<file path="src/hdl/dma_pkg.sv">
// constants, register map and state codes for the single-channel dma mover
package dma_pkg;

    localparam int unsigned DATA_W  = 16;
    localparam int unsigned RAM_W   = 16;
    localparam int unsigned SFR_W   = 8;
    localparam int unsigned CNT_W   = 16;
    localparam int unsigned TRIG_W  = 4;
    localparam int unsigned NUM_EVT = 11;
    localparam int unsigned PADDR_W = 8;
    localparam int unsigned PDATA_W = 32;

    localparam logic [PADDR_W-1:0] OFS_CTRL = 8'h00;
    localparam logic [PADDR_W-1:0] OFS_MASK = 8'h04;
    localparam logic [PADDR_W-1:0] OFS_MODE = 8'h08;
    localparam logic [PADDR_W-1:0] OFS_SFRA = 8'h0C;
    localparam logic [PADDR_W-1:0] OFS_RAMA = 8'h10;
    localparam logic [PADDR_W-1:0] OFS_CNT  = 8'h14;
    localparam logic [PADDR_W-1:0] OFS_FLAG = 8'h18;

    localparam int unsigned CTRL_EN_BIT  = 7;
    localparam int unsigned CTRL_ACT_BIT = 0;
    localparam int unsigned MASK_BIT     = 6;
    localparam int unsigned MODE_SW_BIT  = 7;
    localparam int unsigned MODE_DIR_BIT = 6;
    localparam int unsigned MODE_SZ_BIT  = 5;
    localparam int unsigned MODE_HLD_BIT = 4;
    localparam int unsigned FLAG_BIT     = 0;

    localparam logic [TRIG_W-1:0] TRIG_NONE = 4'h0;
    localparam logic [TRIG_W-1:0] TRIG_AD   = 4'h1;

    localparam logic              MASK_RST  = 1'b1;
    localparam logic [CNT_W-1:0]  CNT_ONE   = 16'h0001;
    localparam logic [CNT_W-1:0]  CNT_ZERO  = 16'h0000;
    localparam logic [RAM_W-1:0]  STEP_BYTE = 16'h0001;
    localparam logic [RAM_W-1:0]  STEP_WORD = 16'h0002;
    localparam logic [DATA_W-1:0] BYTE_MASK = 16'h00FF;

    typedef enum logic [1:0] {
        ST_IDLE  = 2'b00,
        ST_READ  = 2'b01,
        ST_WAIT  = 2'b10,
        ST_WRITE = 2'b11
    } eng_state_t;

endpackage

</file>
<file path="src/hdl/dma_trigger_select.sv">
// start-source selector: picks one peripheral event by its 4-bit code
`timescale 1ns/1ps
module dma_trigger_select #(
    parameter int unsigned NUM_EVT = dma_pkg::NUM_EVT
) (
    input  wire logic                        clk,
    input  wire logic                        reset,
    input  wire logic [dma_pkg::TRIG_W-1:0]  code,
    input  wire logic [NUM_EVT-1:0]          events,
    output logic                             hit
);
    import dma_pkg::*;

    logic [NUM_EVT-1:0] match;

    if (NUM_EVT < 1 || NUM_EVT >= (1 << TRIG_W)) begin : g_chk
        $error("NUM_EVT does not fit the trigger code");
    end

    // code i+1 selects event i; zero and codes past the list select nothing
    for (genvar i = 0; i < NUM_EVT; i++) begin : g_sel
        assign match[i] = (code == TRIG_W'(i + 1)) && events[i];
    end

    always_comb begin
        hit = |match;
    end
endmodule

</file>
<file path="src/hdl/dma_channel_sfr_ram_mover.sv">
// single dma channel moving 8/16-bit units between one sfr and on-chip ram, apb registers
//
// Added by the designer: the APB register port and the register addresses.
`timescale 1ns/1ps
module dma_channel_sfr_ram_mover (
    input  wire logic                         clk,
    input  wire logic                         reset,
    input  wire logic                         psel,
    input  wire logic                         penable,
    input  wire logic                         pwrite,
    input  wire logic [dma_pkg::PADDR_W-1:0]  paddr,
    input  wire logic [dma_pkg::PDATA_W-1:0]  pwdata,
    output logic      [dma_pkg::PDATA_W-1:0]  prdata,
    output logic                              pready,
    output logic                              pslverr,
    input  wire logic                         conversion_done_event,
    input  wire logic                         timer_ch0_event,
    input  wire logic                         timer_ch1_event,
    input  wire logic                         timer_ch2_event,
    input  wire logic                         timer_ch3_event,
    input  wire logic                         serial0_tx_event,
    input  wire logic                         serial0_rx_event,
    input  wire logic                         serial1_tx_event,
    input  wire logic                         serial1_rx_event,
    input  wire logic                         serial2_tx_event,
    input  wire logic                         serial2_rx_event,
    output logic      [dma_pkg::SFR_W-1:0]    sfr_addr,
    output logic                              sfr_re,
    output logic                              sfr_we,
    output logic                              sfr_wide,
    output logic      [dma_pkg::DATA_W-1:0]   sfr_wdata,
    input  wire logic [dma_pkg::DATA_W-1:0]   sfr_rdata,
    output logic      [dma_pkg::RAM_W-1:0]    ram_addr,
    output logic                              ram_re,
    output logic                              ram_we,
    output logic                              ram_wide,
    output logic      [dma_pkg::DATA_W-1:0]   ram_wdata,
    input  wire logic [dma_pkg::DATA_W-1:0]   ram_rdata,
    output logic                              transfer_end_irq
);
    import dma_pkg::*;

    // bus slave state
    logic [PDATA_W-1:0] prdata_ff, nxt_prdata;
    logic               pready_ff, nxt_pready;
    logic               pslverr_ff, nxt_pslverr;

    // configuration and channel state
    logic               enable_ff, nxt_enable;
    logic               active_ff, nxt_active;
    logic               mask_ff, nxt_mask;
    logic               dir_ff, nxt_dir;
    logic               size_ff, nxt_size;
    logic               hold_ff, nxt_hold;
    logic [TRIG_W-1:0]  trig_ff, nxt_trig;
    logic [SFR_W-1:0]   sfra_ff, nxt_sfra;
    logic [RAM_W-1:0]   rama_ff, nxt_rama;
    logic [CNT_W-1:0]   cnt_ff, nxt_cnt;
    logic               flag_ff, nxt_flag;
    logic               pend_ff, nxt_pend;
    logic               irq_ff, nxt_irq;

    // transfer engine
    eng_state_t         state_ff, nxt_state;
    logic [DATA_W-1:0]  data_ff, nxt_data;
    logic               sfr_re_ff, nxt_sfr_re;
    logic               sfr_we_ff, nxt_sfr_we;
    logic               ram_re_ff, nxt_ram_re;
    logic               ram_we_ff, nxt_ram_we;

    logic                trig_hit;
    logic [NUM_EVT-1:0]  events;
    logic                acc;
    logic                wr;
    logic                mapped;
    logic                start;
    logic                sw_trig;
    logic [RAM_W-1:0]    step;
    logic [DATA_W-1:0]   rd_word;

    assign events = {serial2_rx_event, serial2_tx_event, serial1_rx_event, serial1_tx_event,
                     serial0_rx_event, serial0_tx_event, timer_ch3_event, timer_ch2_event,
                     timer_ch1_event, timer_ch0_event, conversion_done_event};

    dma_trigger_select #(
        .NUM_EVT (NUM_EVT)
    ) u_trig (
        .clk    (clk),
        .reset  (reset),
        .code   (trig_ff),
        .events (events),
        .hit    (trig_hit)
    );

    // a write lands only at the edge where pready is seen high
    assign acc     = psel && penable && pready_ff;
    assign wr      = acc && pwrite;
    assign mapped  = (paddr == OFS_CTRL) || (paddr == OFS_MASK) || (paddr == OFS_MODE) ||
                     (paddr == OFS_SFRA) || (paddr == OFS_RAMA) || (paddr == OFS_CNT) ||
                     (paddr == OFS_FLAG);
    assign sw_trig = wr && enable_ff && (paddr == OFS_MODE) && pwdata[MODE_SW_BIT];
    assign start   = (state_ff == ST_IDLE) && pend_ff && !hold_ff && active_ff &&
                     enable_ff && (cnt_ff != CNT_ZERO);
    assign step    = size_ff ? STEP_WORD : STEP_BYTE;
    assign rd_word = dir_ff ? ram_rdata : sfr_rdata;

    always_comb begin
        nxt_pready  = psel && penable && !pready_ff;
        nxt_pslverr = psel && penable && !pready_ff && !mapped;
        nxt_prdata  = '0;
        if (psel && penable && !pready_ff && !pwrite) begin
            case (paddr)
                OFS_CTRL: begin
                    nxt_prdata[CTRL_EN_BIT]  = enable_ff;
                    nxt_prdata[CTRL_ACT_BIT] = active_ff;
                end
                OFS_MASK: nxt_prdata[MASK_BIT] = mask_ff;
                OFS_MODE: begin
                    nxt_prdata[MODE_DIR_BIT]   = dir_ff;
                    nxt_prdata[MODE_SZ_BIT]    = size_ff;
                    nxt_prdata[MODE_HLD_BIT]   = hold_ff;
                    nxt_prdata[TRIG_W-1:0]     = trig_ff;
                end
                OFS_SFRA: nxt_prdata[SFR_W-1:0] = sfra_ff;
                OFS_RAMA: nxt_prdata[RAM_W-1:0] = rama_ff;
                OFS_CNT:  nxt_prdata[CNT_W-1:0] = cnt_ff;
                OFS_FLAG: nxt_prdata[FLAG_BIT]  = flag_ff;
                default:  nxt_prdata = '0;
            endcase
        end
    end

    always_comb begin
        nxt_enable = enable_ff;
        nxt_active = active_ff;
        nxt_mask   = mask_ff;
        nxt_dir    = dir_ff;
        nxt_size   = size_ff;
        nxt_hold   = hold_ff;
        nxt_trig   = trig_ff;
        nxt_sfra   = sfra_ff;
        nxt_rama   = rama_ff;
        nxt_cnt    = cnt_ff;
        nxt_flag   = flag_ff;
        nxt_pend   = pend_ff;
        nxt_state  = state_ff;
        nxt_data   = data_ff;
        nxt_sfr_re = 1'b0;
        nxt_sfr_we = 1'b0;
        nxt_ram_re = 1'b0;
        nxt_ram_we = 1'b0;
        if (wr && paddr == OFS_CTRL) begin
            nxt_enable = pwdata[CTRL_EN_BIT];
            nxt_active = pwdata[CTRL_EN_BIT] && pwdata[CTRL_ACT_BIT];
        end
        if (wr && paddr == OFS_MASK) begin
            nxt_mask = pwdata[MASK_BIT];
        end
        if (wr && paddr == OFS_FLAG && !pwdata[FLAG_BIT]) begin
            nxt_flag = 1'b0;
        end
        // setup registers only take writes while the channel is enabled
        if (wr && enable_ff) begin
            case (paddr)
                OFS_MODE: begin
                    nxt_dir  = pwdata[MODE_DIR_BIT];
                    nxt_size = pwdata[MODE_SZ_BIT];
                    nxt_hold = pwdata[MODE_HLD_BIT];
                    nxt_trig = pwdata[TRIG_W-1:0];
                end
                OFS_SFRA: nxt_sfra = pwdata[SFR_W-1:0];
                OFS_RAMA: nxt_rama = pwdata[RAM_W-1:0];
                OFS_CNT:  nxt_cnt  = pwdata[CNT_W-1:0];
                default:  nxt_cnt  = nxt_cnt;
            endcase
        end
        if (start) begin
            nxt_pend = 1'b0;
        end
        // a request arriving as the previous one is consumed stays pending
        if (enable_ff && (trig_hit || sw_trig)) begin
            nxt_pend = 1'b1;
        end
        case (state_ff)
            ST_IDLE: begin
                if (start) begin
                    nxt_state  = ST_READ;
                    nxt_sfr_re = !dir_ff;
                    nxt_ram_re = dir_ff;
                end
            end
            ST_READ: begin
                nxt_state = ST_WAIT;
            end
            ST_WAIT: begin
                nxt_data   = size_ff ? rd_word : (rd_word & BYTE_MASK);
                nxt_state  = ST_WRITE;
                nxt_ram_we = !dir_ff;
                nxt_sfr_we = dir_ff;
            end
            ST_WRITE: begin
                nxt_state = ST_IDLE;
                nxt_rama  = RAM_W'(rama_ff + step);
                nxt_cnt   = CNT_W'(cnt_ff - CNT_ONE);
                if (cnt_ff == CNT_ONE) begin
                    nxt_active = 1'b0;
                    nxt_flag   = 1'b1;
                end
            end
            default: nxt_state = ST_IDLE;
        endcase
        // disabled channel: engine held, strobes dropped
        if (!nxt_enable) begin
            nxt_state  = ST_IDLE;
            nxt_pend   = 1'b0;
            nxt_active = 1'b0;
            nxt_sfr_re = 1'b0;
            nxt_sfr_we = 1'b0;
            nxt_ram_re = 1'b0;
            nxt_ram_we = 1'b0;
        end
        nxt_irq = nxt_flag && !nxt_mask;
    end

    always_ff @(posedge clk) begin
        if (reset) begin
            prdata_ff  <= '0;
            pready_ff  <= 1'b0;
            pslverr_ff <= 1'b0;
            enable_ff  <= 1'b0;
            active_ff  <= 1'b0;
            mask_ff    <= MASK_RST;
            dir_ff     <= 1'b0;
            size_ff    <= 1'b0;
            hold_ff    <= 1'b0;
            trig_ff    <= TRIG_NONE;
            sfra_ff    <= '0;
            rama_ff    <= '0;
            cnt_ff     <= CNT_ZERO;
            flag_ff    <= 1'b0;
            pend_ff    <= 1'b0;
            irq_ff     <= 1'b0;
            state_ff   <= ST_IDLE;
            data_ff    <= '0;
            sfr_re_ff  <= 1'b0;
            sfr_we_ff  <= 1'b0;
            ram_re_ff  <= 1'b0;
            ram_we_ff  <= 1'b0;
        end else begin
            prdata_ff  <= nxt_prdata;
            pready_ff  <= nxt_pready;
            pslverr_ff <= nxt_pslverr;
            enable_ff  <= nxt_enable;
            active_ff  <= nxt_active;
            mask_ff    <= nxt_mask;
            dir_ff     <= nxt_dir;
            size_ff    <= nxt_size;
            hold_ff    <= nxt_hold;
            trig_ff    <= nxt_trig;
            sfra_ff    <= nxt_sfra;
            rama_ff    <= nxt_rama;
            cnt_ff     <= nxt_cnt;
            flag_ff    <= nxt_flag;
            pend_ff    <= nxt_pend;
            irq_ff     <= nxt_irq;
            state_ff   <= nxt_state;
            data_ff    <= nxt_data;
            sfr_re_ff  <= nxt_sfr_re;
            sfr_we_ff  <= nxt_sfr_we;
            ram_re_ff  <= nxt_ram_re;
            ram_we_ff  <= nxt_ram_we;
        end
    end

    assign prdata           = prdata_ff;
    assign pready           = pready_ff;
    assign pslverr          = pslverr_ff;
    assign sfr_addr         = sfra_ff;
    assign sfr_re           = sfr_re_ff;
    assign sfr_we           = sfr_we_ff;
    assign sfr_wide         = size_ff;
    assign sfr_wdata        = data_ff;
    assign ram_addr         = rama_ff;
    assign ram_re           = ram_re_ff;
    assign ram_we           = ram_we_ff;
    assign ram_wide         = size_ff;
    assign ram_wdata        = data_ff;
    assign transfer_end_irq = irq_ff;
endmodule

</file>
<file path="config.mk">
export PLATFORM = sky130hd
export DESIGN_NAME = dma_channel_sfr_ram_mover
export DESIGN_NICKNAME = d
export VERILOG_FILES = /design/src/hdl/dma_pkg.sv /design/src/hdl/dma_trigger_select.sv /design/src/hdl/dma_channel_sfr_ram_mover.sv
export SDC_FILE = /design/constraint.sdc
export NUM_CORES = 1
export LEC_CHECK = 0
export BUFFER_PORTS_ARGS = -buffer_cell sky130_fd_sc_hd__clkbuf_2
export CAP_MARGIN = 20
export CORE_MARGIN = 3
export CORE_UTILIZATION = 54
export DETAILED_ROUTE_END_ITERATION = 10
export PLACE_DENSITY = 0.83
export REMOVE_ABC_BUFFERS = 1
export SYNTH_ARGS = -nofsm -noshare
export SYNTH_HDL_FRONTEND = slang
export SYNTH_HIERARCHICAL = 1
export SYNTH_SLANG_ARGS = --single-unit
export TNS_END_PERCENT = 10
</file>
<file path="constraint.sdc">
create_clock -name clk -period 4.1 [get_ports clk]
set_input_delay 0.41 -clock clk [delete_from_list [all_inputs] [get_ports clk]]
set_output_delay 0.41 -clock clk [all_outputs]
set_load 0.1 [all_outputs]
</file>
==> results.ini, run 1 <==
[cts]
cts_resized=0
postCtsHoldBufs=0
cts_buffers=9
clkLatencyLatePin_ps=370
cts.sinks=93
cts_buffer_depth=2
htree_levels=3
clkSlewWorstSetupHoldPaths_ps=100
cts_setup_buffers=0
cts_tree=done
cts-root-buf=clkbuf_8

[routing]
finalWirelength_mm=14.7
drt-vias-per-instance=6.00
post_drt_wl_per_cell_um=18.0
post-route-drc-count=0
first_pass_iters=6
drt_iter0_drc=362
antenna_left=0
num_vias=4910

[worst_setup_path]
crit_path_max_fanout=23
path_class=register to register
r2r_start=state_ff[1]
start_kind=register
slowest_stage=nor4_1
reg2regPathDepth=6
regToRegSetupSlack_ps=1300
endpoint_kind=register
r2r_end=ram_addr[9]
required_ps=4410
setup.worst_path.start=state_ff[1]
slowest_delay_ps=740
arrival_ps=3110
cp_cell_sequence=ha_1 -> inv_1 -> nor4_1 -> nand3_1 -> a2bb2oi_1 -> a21oi_1
cp-endpoint=ram_addr[9]

[place]
io_buffers=152
gp_congestion=0.932
dp_hpwl_mm=10.9
pre_cts_slack_ps=1400

[worst_hold_path]
hold_path_class=primary input to register

[pwr]
p_leak_nw=2.41
peakVddDrop_mv=0.206
powerDensity_mw_per_mm2=293

[synthesis]
netlist_area_mm2=0.00505
synth_seq_area_share=0.368
synth_edf_count=0
synth_seq_cells=93
synthCells=586
synth_ff_type=dfxtp_1
synth_warnings=6
yosysUniqueCellTypes=61
async_flop_share=0
syn_avg_cell_area_um2=8.62

[global_routing]
grt_pass1_vias=4610
track_usage=0.280
grt_overflow_total=0
antenna_found_initial=0
grt_max_degree=34
grt_first_pass_wirelength_mm=23.0

[cells_and_area]
drive_gt1_frac=0.285
fillers=720
regArea_mm2=0.00186
final_nets=803
multi_input_area_mm2=0.00280
area_growth_pct=15.6
layout_common_cells=clkbuf_2 (152), dfxtp_1 (93), nor2_1 (68), mux2i_1 (45), nand2_1 (43)
antenna_cells=0
final_common_cell=clkbuf_2

[status]
status=finished, final reports clean

[timing]
setup_slack_ps=1300
slew_headroom=0.359
rsz0062_at_grt=no
fin_crit_ps=2800
final.setup.tns_ps=0
finalMaxSlewViolations=0
setup_violations=0
worst_pin_slew_ps=960
finalHoldViolCount=0
fin_worst_skew_ps=11.9
period_share=0.682
max_freq_ghz=0.358

[floorplanning]
die_height_um=103
num_rows=34
dieWidth_um=103
dieArea_mm2=0.0106
coreArea_mm2=0.00889
start_util=0.568
pin_count=185

[flow_run]
maxCapViolCount=0

==> registers in the layout, summed over array words and instances, names as in the netlist, 2 cells and up <==
register,flops
prdata,16
trig_ff,4
state_ff,2
ram_wdata,16
cnt_ff,16
ram_addr,16
sfr_addr,8
==> power by group <==
part / internal [mW] / total (mW) / switching [mW]
clock network: 0.285 / 0.636 / 0.351
registers: 0.903 / 0.904 / 0.000478
logic: 0.0421 / 0.172 / 0.130
==> worst max-delay path, delay by kind of cell (launching register included) <==
family                   cells  cell delay [ps]
AO/OA/AOI/OAI                2              310
buffers and inverters        1              430
adder cells (fa/ha/maj)      1              700
flip-flops                   1              380
AND/OR/NAND/NOR              2              930
==> Yosys cell counts (11+ instances only) <==
| cell type | n | area (um^2) |
|---|---|---|
| dfxtp_1 | 93 | 1860 |
| inv_1 | 16 | 60.1 |
| mux2_2 | 17 | 191 |
| nor3_1 | 17 | 85.1 |
| nand2_1 | 43 | 161 |
| or3_1 | 11 | 68.8 |
| buf_4 | 33 | 248 |
| clkbuf_1 | 19 | 71.3 |
| nor2_1 | 68 | 255 |
| a31oi_1 | 14 | 87.6 |
| nor2b_1 | 14 | 87.6 |
| mux2i_1 | 45 | 450 |
| nand3_1 | 20 | 100 |
| a21oi_1 | 40 | 200 |
==> per-layer routing <==
layer / GRT usage / up-vias / part of all wire
li1: - / 2291 / -
met1: 0.351 / 2282 / 0.39
met2: 0.476 / 294 / 0.48
met3: 0.0609 / 43 / 0.095
met4: 0.102 / 0 / 0.029
met5: 0 / - / 0
==> cells by family (layout without fill, tap and decap cells) <==
group           Yosys count  in the layout  synth area share
simple gates            230            230             0.241
compound gates          106            106             0.133
xor+xnor                  3              3           0.00520
fa+ha+maj                10             10            0.0262
flops                    93             93             0.368
mux                      64             64             0.137
buf+inv                  79            188            0.0886
other cells               1             16          0.000742
==> how the worst min path moves through the flow <==
stage / from / end / slack, ps / cells after the start
floorplan: pend_ff / pend_ff / 440 / 2
global placement: pend_ff / pend_ff / 450 / 2
detailed placement: pend_ff / pend_ff / 450 / 2
CTS: pwrite / prdata[0] / 250 / 2
global route: pwrite / prdata[0] / 260 / 2
finish: pwrite / prdata[0] / 250 / 2
==> cell type report <==
cell class	count	area share
clock buffers	9	0.0212
clock inverters	7	0.0126
inverters	17	0.0111
multi-input cells	429	0.479
flip-flops and latches	93	0.319
well taps	108	0.0231
repair buffers	155	0.134
==> per-stage QoR <==
step | utilization | instance area, um^2 | std cells | total power, mW | hold slack, ps
floorplan | - | 4730 | 539 | 1.02 | 436
global placement | 0.635 | 5650 | 802 | 1.09 | 445
detailed placement | 0.635 | 5650 | 802 | 1.09 | 454
CTS | 0.657 | 5840 | 818 | 1.71 | 253
global route | 0.657 | 5840 | 818 | 1.76 | 257
finish | 0.657 | 5840 | 818 | 1.71 | 251
No activity file was read; power rests on OpenSTA's default activity.
==> inputs of run 2 (changes only) <==
Settings changed: ABC_AREA set to 1, CORE_UTILIZATION 54 to 51, PLACE_DENSITY 0.83 to 0.78.
Clock period 4.1 ns to 2.9 ns, I/O delays scaled along.
==> results.ini, run 2 <==
[cells_and_area]
stdcell_area_mm2=0.00633
drive_gt1_frac=0.199
antenna_cells=0
layout_common_cells=nand2_1 (215), clkbuf_2 (152), nor2_1 (140), dfxtp_1 (93), inv_1 (87)
fin_cells=1135
final_common_cell=nand2_1
final_nets=1092
area_growth_pct=16.2

[routing]
drt_iter0_drc=402
post-route-drc-count=0
num_vias=5856
drt-vias-per-instance=5.16
first_pass_iters=5
antenna_left=0
finalWirelength_mm=15.4
post_drt_wl_per_cell_um=13.6

[timing]
finalMaxSlewViolations=0
final.setup.tns_ps=0
rsz0062_at_grt=no
finalHoldViolCount=0
setup_violations=0
slew_headroom=0.608
worst_pin_slew_ps=588
max_freq_ghz=0.463
fin_worst_skew_ps=8.33
fin_crit_ps=2160
period_share=0.744

[synthesis]
yosysUniqueCellTypes=35
yosysMostFrequentCell=nand2_1
synth_edf_count=0
synthDominantCellAreaShare=0.342
synth_largest_area_cell=dfxtp_1
yosys-top-cells-count=nand2_1 (215), nor2_1 (140), dfxtp_1 (93)
synthCells=866
netlist_area_mm2=0.00545
synth_seq_cells=93
synth_ff_type=dfxtp_1
synth_area_leaders=dfxtp_1 (34%), nand2_1 (15%), nor2_1 (9.6%)
async_flop_share=0
syn_avg_cell_area_um2=6.29
synth_seq_area_share=0.342
synth_warnings=6

[place]
gp_congestion=0.936
place_area_mm2=0.00614
io_buffers=152
dp_hpwl_mm=11.5
place_inst=1119

[global_routing]
grt_first_pass_wirelength_mm=23.8
antenna_found_initial=0
grt_overflow_total=0
grt_max_degree=37
track_usage=0.250
grt_pass1_vias=4981

[worst_setup_path]
endpoint_kind=register
path_class=register to register
required_ps=3150
arrival_ps=2410
crit_path_max_fanout=6
start_kind=register

[cts]
cts_buffers=9
cts.sinks=93
cts_buffer_depth=2
cts_resized=0
cts-root-buf=clkbuf_8
cts_setup_buffers=0
postCtsHoldBufs=0
clkSlewWorstSetupHoldPaths_ps=100
htree_levels=3
clkLatencyLatePin_ps=380
cts_tree=done

[floorplanning]
dieWidth_um=109
dieArea_mm2=0.0120
coreArea_mm2=0.0104
die_height_um=109
pin_count=185
num_rows=37
start_util=0.525

[status]
status=finished, final reports clean

[pwr]
peakVddDrop_mv=0.214
powerDensity_mw_per_mm2=372
p_leak_nw=3.03

[worst_hold_path]
hold_path_class=primary input to register

[flow_run]
maxCapViolCount=0

-- run 2: cell types whose count changed after synthesis, sizes merged, moves of 22 or more --
cell	delta
a21oi	+22
inv	+75
mux2i	-45
nand2	+175
nand3	+60
nor2	+82
o21ai	+45
-- run 2: per-stage QoR --
stage | util | hold slack, ps | total power, mW | setup slack (ps)
floorplan | - | 359 | 1.44 | -428
global placement | 0.592 | 451 | 1.52 | 819
detailed placement | 0.592 | 455 | 1.52 | 790
CTS | 0.611 | 117 | 2.36 | 771
global route | 0.611 | 126 | 2.42 | 598
finish | 0.611 | 113 | 2.35 | 742
-- run 2: worst paths after layout --
kind          startpoint     endpoint  slack [ps]  cells past startpoint
max reg2reg     ram_wide  ram_addr[6]         740                     12
min                reset       pready         110                      2
min reg2reg  sfr_addr[2]  sfr_addr[2]         470                      2
max             ram_wide  ram_addr[6]         740                     12
-- run 2: critical path, stage by stage, from the launching register on --
cell,delay (ps)
dfxtp_1,390
inv_1,150
ha_1,180
inv_1,50
fa_1,410
inv_1,110
nand2_1,80
nor2_1,250
nand2_1,90
nand3_1,80
o21ai_0,80
a21oi_1,120
nor2_1,50
-- run 2: power breakdown --
group          switching [mW]  internal (mW)  leakage, nW
registers            0.000622           1.28        0.749
logic                   0.167         0.0489         2.19
clock network           0.528          0.331       0.0903
total                   0.696           1.66         3.03
-- run 2: cell type report --
| cell class | count | area, um^2 |
|---|---|---|
| Multi-Input combinational cell | 633 | 2910 |
| Timing Repair Buffer | 162 | 836 |
| Inverter | 95 | 362 |
| Clock buffer | 9 | 124 |
| Fill cell | 1055 | 4040 |
| Clock inverter | 7 | 63.8 |
| Sequential cell | 93 | 1860 |
| Tap cell | 136 | 170 |
-- run 2: routing by layer --
metal	global-route usage	up-vias	wire [um]
met5	0	-	0
li1	-	2967	-
met3	0.0452	25	1460
met1	0.342	2609	6560
met4	0.0650	0	239
met2	0.408	255	7180
-- run 2: cell families after synthesis --
family / after synthesis / share of synthesized area
simple gates: 474 / 0.370
buf+inv: 155 / 0.134
compound gates: 131 / 0.126
flops: 93 / 0.342
fa+ha+maj: 10 / 0.0243
xor+xnor: 2 / 0.00322
other cells: 1 / 0.000688
==> inputs of run 3 (changes only) <==
Clock period 2.9 ns to 2.22 ns, I/O delays scaled along.
==> results.ini, run 3 (synthesis gave the netlist of run 2 again) <==
[timing]
fin_worst_skew_ps=10.7
max_freq_ghz=0.501
worst_pin_slew_ps=569
fin_crit_ps=2000
period_share=0.899
finalMaxSlewViolations=0
rsz0062_at_grt=no
final.setup.tns_ps=0
finalHoldViolCount=0
setup_violations=0
slew_headroom=0.623

[worst_setup_path]
slowest_delay_ps=410
start_kind=register
arrival_ps=2240
slowest_stage=fa_1
r2r_start=ram_wide
required_ps=2470
crit_path_max_fanout=3
cp_common_cell=inv_1
endpoint_kind=register
path_class=register to register
cp_cell_sequence=inv_1 -> ha_1 -> inv_1 -> fa_1 -> inv_1 -> nand2_1 -> nor2_1 -> nand2_1 -> nand3_1 -> o21ai_0 -> a21oi_1 -> nor2_1
setup.worst_path.start=ram_wide
reg2regPathDepth=12
r2r_end=ram_addr[6]
regToRegSetupSlack_ps=220

[routing]
num_vias=5895
post_drt_wl_per_cell_um=13.5
first_pass_iters=5
drt-vias-per-instance=5.17
drt_iter0_drc=334
finalWirelength_mm=15.4
antenna_left=0
post-route-drc-count=0

[cells_and_area]
drive_gt1_frac=0.203
area_growth_pct=17.0
final_common_cell=nand2_1
antenna_cells=0
stdcell_area_mm2=0.00637
fillers=1070
final_nets=1097
final_util=0.615
layout_common_cells=nand2_1 (215), clkbuf_2 (152), nor2_1 (140), dfxtp_1 (93), inv_1 (87)

[cts]
cts_setup_buffers=0
cts-root-buf=clkbuf_8
clkSlewWorstSetupHoldPaths_ps=100
cts_resized=0
cts.sinks=93
cts_buffer_depth=2
htree_levels=3
postCtsHoldBufs=0
cts_tree=done
clkLatencyLatePin_ps=370
cts_buffers=9

[worst_hold_path]
hold_path_class=primary input to register
holdCritStartpoint=reset
whs_endpoint=pready
min_path_cells=2

[global_routing]
antenna_found_initial=0
grt_overflow_total=0
grt_first_pass_wirelength_mm=24.1
grt_pass1_vias=4986
grt_max_degree=37
track_usage=0.251

[pwr]
p_int_mw=2.17
switching_share=0.296
peakVddDrop_mv=0.266
combPwrFrac=0.092
p_seq_frac=0.541
p_sw_mw=0.914
powerDensity_mw_per_mm2=484
p_leak_nw=3.05
pwr-share-clk=0.367

[status]
status=finished, final reports clean

[floorplanning]
pin_count=185
dieWidth_um=109
num_rows=37
die_height_um=109
start_util=0.525
coreArea_mm2=0.0104
dieArea_mm2=0.0120

[place]
dp_hpwl_mm=11.7
gp_congestion=0.914
place_area_mm2=0.00618
io_buffers=152

[flow_run]
maxCapViolCount=0

==> run 3: cell count changes in the layout (fill, tap and decap cells not counted), sizes merged <==
cell | previous run | this run
buf | 10 | 15
clkinv | 5 | 4
clkinvlp | 2 | 3
==> run 3: worst max-delay path by stage <==
| stage | end | slack [ps] | depth (start not counted) |
|---|---|---|---|
| 4_1_cts | ram_addr[6] | 220 | 12 |
| 2_1_floorplan | ram_addr[6] | -1110 | 10 |
| 3_5_place_dp | ram_addr[6] | 230 | 12 |
| 3_3_place_gp | ram_addr[6] | 300 | 12 |
| 6_report | ram_addr[6] | 220 | 12 |
| 5_1_grt | ram_addr[6] | 2 | 12 |
==> run 3: routing by layer <==
layer,wire [um],GRT usage,up-vias,share of wire
met5,0,0,-,0
met4,235,0.0606,0,0.015
met3,1310,0.0458,25,0.085
met2,7160,0.405,257,0.47
met1,6680,0.349,2628,0.43
li1,-,-,2985,-
==> run 3: final cells by class <==
type                       count  area [um^2]  share of cell area
tap                          136          170              0.0267
clock buffer                   9          124              0.0194
timing repair buffer         167          873               0.137
inverter                      95          362              0.0567
clock inverter                 7         67.6              0.0106
sequential                    93         1860               0.292
multi-input combinational    633         2910               0.457
==> run 3: power by group through the flow <==
stage / clock network, mW / logic (mW) / registers, mW
after floorplan: 0 / 0.166 / 1.72
after global placement: 0 / 0.279 / 1.71
after detailed placement: 0 / 0.280 / 1.71
after CTS: 1.14 / 0.281 / 1.67
after global routing: 1.22 / 0.303 / 1.67
final: 1.13 / 0.283 / 1.67
==> run 3: worst max-delay path: cells and delay by family, from the launching register on <==
family                     cells  cell delay, ps
adders and majority gates      2             590
DFF                            1             320
buffers and inverters          3             270
AOI/OAI and AO/OA              2             200
and+or+nand+nor                5             500
==> run 3: per-stage QoR <==
| step | std cells | power (mW) | hold slack, ps | setup slack [ps] |
|---|---|---|---|---|
| after detailed placement | 1124 | 1.99 | 446 | 231 |
| after floorplan | 821 | 1.88 | 291 | -1110 |
| after global routing | 1140 | 3.19 | 69.2 | 1.55 |
| final | 1140 | 3.09 | 55.2 | 225 |
| after global placement | 1124 | 1.99 | 443 | 300 |
| after CTS | 1140 | 3.09 | 49.0 | 223 |
